==> config.mk <==
export PLATFORM = sky130hd
export DESIGN_NAME = csl_stage_limits
export DESIGN_NICKNAME = d
export VERILOG_FILES = /design/src/include/csl_pkg.sv /design/src/core/csl_stage_limits.sv
export SDC_FILE = /design/constraint.sdc
export NUM_CORES = 1
export LEC_CHECK = 0
export BUFFER_PORTS_ARGS = -buffer_cell sky130_fd_sc_hd__buf_2
export CAP_MARGIN = 20
export CORE_MARGIN = 1.5
export CORE_UTILIZATION = 35
export DETAILED_ROUTE_END_ITERATION = 12
export PLACE_DENSITY = 0.65
export SETUP_SLACK_MARGIN = 0.05
export SYNTH_ARGS = -nofsm -noshare
export SYNTH_HDL_FRONTEND = slang
export SYNTH_SLANG_ARGS = --single-unit
==> constraint.sdc <==
create_clock -name core_clk -period 1.53 [get_ports core_clk]
set_input_delay 0.0765 -clock core_clk [delete_from_list [all_inputs] [get_ports core_clk]]
set_output_delay 0.0765 -clock core_clk [all_outputs]
set_load 0.03 [all_outputs]
==> src/include/csl_pkg.sv <==
// register map, field layout, reset values and trip levels of the stage/limit bank
// assumes the serial engine presents byte addresses and one-cycle strobes
package csl_pkg;
  // ------------------------------------------------------------
  // register offsets
  // ------------------------------------------------------------
  localparam logic [7:0] CSL_OFS_MODULE_COUNT = 8'h15;
  localparam logic [7:0] CSL_OFS_LIMITS_CFG = 8'h16;

  // ------------------------------------------------------------
  // field positions
  // ------------------------------------------------------------
  localparam int CSL_BIT_COUNT_LSB = 4;
  localparam int CSL_BIT_PEAK_LSB = 6;
  localparam int CSL_BIT_WARN_LSB = 4;
  localparam int CSL_BIT_FORCE_RST = 2;
  localparam int CSL_BIT_RST_IND = 1;
  localparam int CSL_BIT_THERMAL_A = 0;

  // ------------------------------------------------------------
  // default values after any register reset
  // ------------------------------------------------------------
  localparam logic [3:0] CSL_RST_COUNT = 4'h7;
  localparam logic [1:0] CSL_RST_PEAK = 2'h3;
  localparam logic [1:0] CSL_RST_WARN = 2'h0;
  localparam logic CSL_RST_THERMAL_A = 1'h0;
  localparam logic [7:0] CSL_RST_STAGE_EN = 8'hFF;

  // ------------------------------------------------------------
  // decoded levels
  // ------------------------------------------------------------
  localparam logic [3:0] CSL_COUNT_SAT = 4'h7;
  localparam logic [6:0] CSL_TWARN_83C = 7'h53;
  localparam logic [6:0] CSL_TWARN_94C = 7'h5E;
  localparam logic [6:0] CSL_TWARN_105C = 7'h69;
  localparam logic [6:0] CSL_TWARN_116C = 7'h74;
  localparam logic [11:0] CSL_IPK_2900MA = 12'hB54;
  localparam logic [11:0] CSL_IPK_3400MA = 12'hD48;
  localparam logic [11:0] CSL_IPK_3900MA = 12'hF3C;

  typedef enum logic [1:0] {
    CSL_RUN,
    CSL_SHUT,
    CSL_HALT
  } csl_therm_t;
endpackage

==> src/core/csl_stage_limits.sv <==
// stage-count and limits/reset configuration registers with thermal shutdown re-arm
// assumes the serial engine sits on core_clk; thermal_shutdown comes from analogue
//
// Overview of operation
// [RQ1] count code 0000 gives one stage, each step one more, 0111 and above eight
// [RQ2] with re-arm clear, stay shut down after thermal shutdown until power-on reset
// [RQ3] with re-arm set, restart power-up after thermal shutdown, keeping register values
// [RQ4] reset indicator set on every defaults load; software writes 0 to acknowledge
// [RQ5] writing 1 to force bit reloads defaults; the bit reads zero
// [RQ6] warning code 00/01/10/11 selects 83/94/105/116 degrees C
// [RQ7] peak code 00 and 01 give 2.9 A, 10 gives 3.4 A, 11 gives 3.9 A
// [RQ8] spare bits ignore writes and read zero
`timescale 1ns/100ps
module csl_stage_limits (
  // clock and reset
  input wire logic core_clk,
  input wire logic sys_rst,
  // register port from the serial engine
  input wire logic reg_wr,
  input wire logic reg_rd,
  input wire logic [7:0] reg_addr,
  input wire logic [7:0] reg_wdata,
  output logic [7:0] reg_rdata,
  // analogue status
  input wire logic thermal_shutdown,
  // decoded controls
  output logic [7:0] stage_enable,
  output logic [6:0] warn_level_c,
  output logic [11:0] peak_limit_ma,
  output logic converter_off,
  output logic powerup_restart
);
  typedef struct packed {
    logic [3:0] count;
    logic [1:0] peak_current_limit;
    logic [1:0] thermal_warning_threshold;
    logic rst_ind;
    logic thermal_a;
    logic therm_s1;
    logic therm_s2;
    csl_pkg::csl_therm_t therm_st;
    logic [7:0] stage_en;
    logic [6:0] warn_c;
    logic [11:0] ipk_ma;
    logic [7:0] rdata;
    logic off;
    logic restart;
  } csl_state_t;

  csl_state_t q, d;
  logic wr_count, wr_limits, force_rst;

  // ------------------------------------------------------------
  // next state
  // ------------------------------------------------------------
  always_comb begin
    d = q;
    d.restart = 1'h0;
    wr_count = reg_wr && (reg_addr == csl_pkg::CSL_OFS_MODULE_COUNT);
    wr_limits = reg_wr && (reg_addr == csl_pkg::CSL_OFS_LIMITS_CFG);
    force_rst = wr_limits && reg_wdata[csl_pkg::CSL_BIT_FORCE_RST];
    // pin is asynchronous; only the second flop feeds the sequencer
    d.therm_s1 = thermal_shutdown;
    d.therm_s2 = q.therm_s1;
    if (force_rst) begin
      // whole write ignored besides the reload; force bit itself is never stored
      d.count = csl_pkg::CSL_RST_COUNT; // [RQ5]
      d.peak_current_limit = csl_pkg::CSL_RST_PEAK; // [RQ5]
      d.thermal_warning_threshold = csl_pkg::CSL_RST_WARN; // [RQ5]
      d.thermal_a = csl_pkg::CSL_RST_THERMAL_A; // [RQ5]
      d.rst_ind = 1'h1; // [RQ4]
    end else begin
      if (wr_count) begin
        d.count = reg_wdata[csl_pkg::CSL_BIT_COUNT_LSB +: 4]; // [RQ8]
      end
      if (wr_limits) begin
        d.peak_current_limit = reg_wdata[csl_pkg::CSL_BIT_PEAK_LSB +: 2];
        d.thermal_warning_threshold = reg_wdata[csl_pkg::CSL_BIT_WARN_LSB +: 2];
        d.thermal_a = reg_wdata[csl_pkg::CSL_BIT_THERMAL_A];
        // only a 0 acknowledges; a written 1 cannot fake a reset
        if (!reg_wdata[csl_pkg::CSL_BIT_RST_IND]) begin
          d.rst_ind = 1'h0; // [RQ4]
        end
      end
    end
    // thermal shutdown sequencing; registers are untouched here
    case (q.therm_st)
      csl_pkg::CSL_RUN: begin
        if (q.therm_s2) begin
          d.therm_st = csl_pkg::CSL_SHUT;
        end
      end
      csl_pkg::CSL_SHUT: begin
        // re-arm is sampled when the overtemperature clears
        if (!q.therm_s2) begin
          if (q.thermal_a) begin
            d.therm_st = csl_pkg::CSL_RUN; // [RQ3]
            d.restart = 1'h1; // [RQ3]
          end else begin
            d.therm_st = csl_pkg::CSL_HALT; // [RQ2]
          end
        end
      end
      default: begin
        // only a power-on reset leaves the latched state
        d.therm_st = csl_pkg::CSL_HALT; // [RQ2]
      end
    endcase
    d.off = (d.therm_st != csl_pkg::CSL_RUN);
    // decode from stored fields; outputs follow a write by two edges
    for (int i = 0; i < 8; i++) begin
      d.stage_en[i] = (q.count >= csl_pkg::CSL_COUNT_SAT) || (q.count >= 4'(i)); // [RQ1]
    end
    case (q.thermal_warning_threshold)
      2'h0: d.warn_c = csl_pkg::CSL_TWARN_83C; // [RQ6]
      2'h1: d.warn_c = csl_pkg::CSL_TWARN_94C; // [RQ6]
      2'h2: d.warn_c = csl_pkg::CSL_TWARN_105C; // [RQ6]
      default: d.warn_c = csl_pkg::CSL_TWARN_116C; // [RQ6]
    endcase
    case (q.peak_current_limit)
      2'h2: d.ipk_ma = csl_pkg::CSL_IPK_3400MA; // [RQ7]
      2'h3: d.ipk_ma = csl_pkg::CSL_IPK_3900MA; // [RQ7]
      default: d.ipk_ma = csl_pkg::CSL_IPK_2900MA; // [RQ7]
    endcase
    if (reg_rd) begin
      if (reg_addr == csl_pkg::CSL_OFS_MODULE_COUNT) begin
        d.rdata = {q.count, 4'h0}; // [RQ8]
      end else if (reg_addr == csl_pkg::CSL_OFS_LIMITS_CFG) begin
        d.rdata = {q.peak_current_limit, q.thermal_warning_threshold, 2'h0, // [RQ5] [RQ8]
          q.rst_ind, q.thermal_a};
      end else begin
        d.rdata = 8'h00;
      end
    end
  end

  // ------------------------------------------------------------
  // state register
  // ------------------------------------------------------------
  always_ff @(posedge core_clk) begin
    if (sys_rst) begin
      q <= '0;
      q.count <= csl_pkg::CSL_RST_COUNT;
      q.peak_current_limit <= csl_pkg::CSL_RST_PEAK;
      q.thermal_warning_threshold <= csl_pkg::CSL_RST_WARN;
      q.thermal_a <= csl_pkg::CSL_RST_THERMAL_A;
      q.rst_ind <= 1'h1; // [RQ4]
      q.therm_st <= csl_pkg::CSL_RUN;
      q.stage_en <= csl_pkg::CSL_RST_STAGE_EN;
      q.warn_c <= csl_pkg::CSL_TWARN_83C;
      q.ipk_ma <= csl_pkg::CSL_IPK_3900MA;
    end else begin
      q <= d;
    end
  end

  assign reg_rdata = q.rdata;
  assign stage_enable = q.stage_en;
  assign warn_level_c = q.warn_c;
  assign peak_limit_ma = q.ipk_ma;
  assign converter_off = q.off;
  assign powerup_restart = q.restart;
endmodule

==> Word-level counts from Yosys, hierarchy flattened <==
Cells that the tools add are included.
{ "word_totals": {"regBits": 51, "latch_bits": 0, "mem_bits_rw": 0, "mem_bits_ro": 0, "output_inout_bits": 37, "elab_cells": 56, "mem_count": 0} }
{ "op_classes": {"add_sub_neg": 0, "multipliers": 0, "div": 0, "order_cmp": 8, "n_eq_ne": 7, "shift": 0, "n_mux": 9, "bitwise": 2, "reduce_logical": 16} }
{ "ops": {"columns": ["operator", "count"], "rows": [
  ["$pmux W11 S2", 1],
  ["$pmux W6 S3", 1],
  ["$eq A8 B5 Y1 const B", 2],
  ["$ge A4 B3 Y1 const B", 4],
  ["$mux W8", 2],
  ["$ge A4 B1 Y1 const B", 2],
  ["$ge A4 B2 Y1 const B", 2],
  ["$logic_or A1 B1 Y1", 7],
  ["$eq A2 B2 Y1 const B", 3],
  ["$mux W2", 3],
  ["$eq A2 B1 Y1 const B", 2],
  ["$logic_not A2 Y1", 2],
  ["$pmux W2 S2", 1],
  ["$logic_and A1 B1 Y1", 3],
  ["$reduce_or A3 Y1", 1],
  ["$not A1 Y1", 2],
  ["$reduce_and A2 Y1", 1],
  ["$reduce_bool A2 Y1", 1],
  ["$reduce_or A2 Y1", 1],
  ["$mux W1", 1]
]} }

==> Logic depth before layout (Yosys ltp) <==
{ "logic_depth": {"depth_word": 4, "mapped_depth": 4, "mapped_depth_nobuf": 4} }

==> Least setup slack after synthesis <==
No wires, ideal clock.
{ "synth_timing": {"kind": "register to register", "from": "register q[50] (netlist name)", "to": "register q (netlist bit stage_enable[1])", "arrival_time_ps": 1003, "path_slack_ps": 400, "stages_incl_launch_ff": 3, "path_buffers": 0, "period_less_slack_ps": 1130, "cell_sequence": "dfxtp_1 or3_1 or3_1"} }
{ "synth_between": {"elab_chain_cells": 2} }
{ "synth_rtl": {"columns": ["element", "line_no", "source"], "rows": [
  ["from (decl)", "csl_stage_limits.sv:50", "csl_state_t q, d;"],
  ["$ge A4 B3 Y1 or $ge A4 B1 Y1 (tied branches)", "csl_stage_limits.sv:112", "d.stage_en[i] = (q.count >= csl_pkg::CSL_COUNT_SAT) || (q.count >= 4'(i));"],
  ["$logic_or A1 B1 Y1 (*)", "csl_stage_limits.sv:112", null]
]} }
Every way passes the cells marked *; elsewhere a longest branch is shown, timed or not.
A chain may end at the register's enable or synchronous reset.

==> Worst setup path in the final report <==
{ "layout_timing": {"from": "input port sys_rst", "to": "register q[48] (netlist name)"} }
{ "layout_between": {"elab_chain_cells": 1} }
{ "layout_rtl": {"columns": ["element", "line_no", "source"], "rows": [
  ["from (decl)", "csl_stage_limits.sv:17", "input wire logic sys_rst,"],
  ["$reduce_or A2 Y1 (no source line)", null, null]
]} }
No other way between the ends.

==> qor.yml <==
detailed_routing:
  vias: 1318
  first_pass_iters: 4
  vias_per_cell: 4.69
  ant_nets: 0
  wl_per_cell_um: 11.4
  wirelength_um: 3210
  drc_errors: 0
  drt_iter0_markers: 33
die:
  die_w_um: 74.7
  die_y_um: 74.7
  rows: 25
  ios: 58
  core_sq_um: 4850
  dieArea_sq_um: 5570
  initial_core_util_pct: 37.1
cells_and_area:
  layout_commonest_cell: "buf_2"
  final_cell_mix: "47 x buf_2, 39 x dfxtp_1, 15 x nor2_1"
  nets: 238
  finalInstanceArea_sq_um: 2030
  num_antenna_cells: 0
  areaGrowthSynthToFinish_pct: 12.7
  drive_gt1_share_pct: 31.3
critical_path:
  cp_max_fo: 14
  required_ps: 1680
  cp_slowest_stage_delay_ps: 520
  critPathArrivalTime_ps: 1490
  startpoint_type: "primary input"
  cp-end-kind: "flip-flop"
  path_class: "primary input to flip-flop"
  critPathSlowestCell: "dlygate4sd3_1"
  cp_cell_sequence: "dlygate4sd3_1 -> buf_2 -> buf_4 -> a41oi_1 -> o21ai_0"
clocking:
  cts_resized: 0
  clk_path_buf_depth: 2
  ctsHoldBuffers: 1
  cts_tree: "done"
  clkSinkCount: 39
  post-cts-setup-buffer-count: 0
  h-tree-depth: 2
  cts_buffers: 5
  path_clk_slew_ps: 80
  root_buffer: "clkbuf_8"
  clk_latency_ps: 290
sta:
  tns_ps: 0
  final-max-slew-violation-count: 0
  rsz0062_at_grt: "false"
  max_freq_mhz: 745
  finalHoldViolCount: 0
  min_period_ps: 1340
  fin_skew_ps: 8.87
  period_share_pct: 87.7
  setup_viol: 0
grt:
  grt_antenna_before_repair: 0
  grt_pass1_vias: 1097
  grt_max_degree: 20
  track_usage_pct: 12.0
  gr-total-overflow: 0
  grt_pass1_wl_um: 5040
yosys:
  netlist.area_leader.share_pct: 43.5
  yosysWarnings: 0
  avgSynthCellArea_sq_um: 9.61
  ys.flop_type: "dfxtp_1"
  yosys.area.top_type: "dfxtp_1"
  syn-cell-area_sq_um: 1800
  yosys-top-cells-area: "dfxtp_1 43%, buf_4 15%, nor2_1 3.1%"
  synth_cells: 187
  synth-seq-cells: 39
  ys_seq_area_share_pct: 43.5
  netlist-cell-type-count: 39
  synth-async-reset-ratio_pct: 0
  synth_edf_count: 0
min_path:
  hold_class: "primary input to flip-flop"
pwr:
  peakVddDrop_v: 0.000462
  powerDensity_nw_per_um2: 1080
  power.leakage_uw: 0.000825
place:
  place_area_sq_um: 1870
  post-dp-hpwl_um: 2410
  place.gp.congestion: 0.882
  port_buffers: 47
status:
  outcome: "completed"
flow_run:
  max_cap_viol_count: 0
[kinds of logic (layout without fill, tap and decap cells)]
| kind of cell | after synthesis | count (layout) | share of synthesized area, % |
|---|---|---|---|
| compound gates | 33 | 33 | 12.8 |
| fa+ha+maj | 4 | 4 | 2.79 |
| other cells | 2 | 9 | 0.418 |
| flops | 39 | 39 | 43.5 |
| buf+inv | 47 | 67 | 18.1 |
| simple gates | 62 | 62 | 22.4 |
[per-stage QoR]
step / hold WS, ps / total power (uW) / utilization, % / cells / worst slack (ps)
floorplan: 161 / 1180 / - / 194 / 400
global placement: 292 / 1220 / 38.6 / 271 / 222
detailed placement: 305 / 1220 / 38.6 / 271 / 205
CTS: 6.75 / 2210 / 41.6 / 280 / 316
global route: 9.41 / 2280 / 41.8 / 281 / 160
finish: 17.3 / 2180 / 41.8 / 281 / 188
[metal layers]
layer	routed length, um	track usage, %	up-vias	share of wire, %
li1	-	-	671	-
met1	1570	15.8	589	49
met2	1440	18.4	53	45
met3	181	3.61	5	5.6
met4	24	4.85	0	0.75
met5	0	0	-	0
[worst paths after layout]
check / startpoint / endpoint / slack, ps / depth (start not counted)
max: sys_rst / q[48] / 190 / 5
min: reg_wdata[1] / q[42] / 20 / 3
max reg2reg: q[50] / stage_enable[1] / 310 / 2
min reg2reg: d[39] / q[39] / 440 / 1
[critical path, delay by kind of cell]
kind | cells | cell delay [ps]
buffers and inverters | 3 | 860
AOI/OAI and AO/OA | 2 | 550
[cell usage after synthesis (2+ instances only)]
master	count
a311oi_1	4
nor4_1	3
nand2_1	4
buf_4	35
clkbuf_1	2
o21ai_0	7
ha_1	4
o31ai_1	4
conb_1	2
nand2b_1	2
dfxtp_1	39
nand3_1	8
or3_1	2
nor2_1	15
nand4_1	6
a31oi_1	5
buf_2	2
nor2b_1	6
nand3b_1	2
nor3b_1	2
a21oi_1	5
buf_6	2
or2_2	2
inv_1	5
nor4b_4	2
or4b_4	2
a21o_1	2
and4_1	2
[area by class of cell]
class                   instances  area (sq um)
clock buffers                   6          72.6
clock inverters                 2          60.1
fillers                       493          2820
inverters                       5          18.8
multi-input cells             108           717
flip-flops and latches         39           781
well taps                      67          83.8
repair buffers                 54           293
[power breakdown]
group | internal, uW | total [uW] | switching, uW
Combinational | 54.8 | 168 | 113
Clock | 652 | 986 | 334
Sequential | 1030 | 1030 | 5.45
[sequential cells by signal, indices dropped and copies added, names as in the netlist]
signal and cells:
q 13, stage_enable 7, reg_rdata 6, warn_level_c 6, peak_limit_ma 4, converter_off 1, d 1, powerup_restart 1
(Power assumes the default switching activity.)
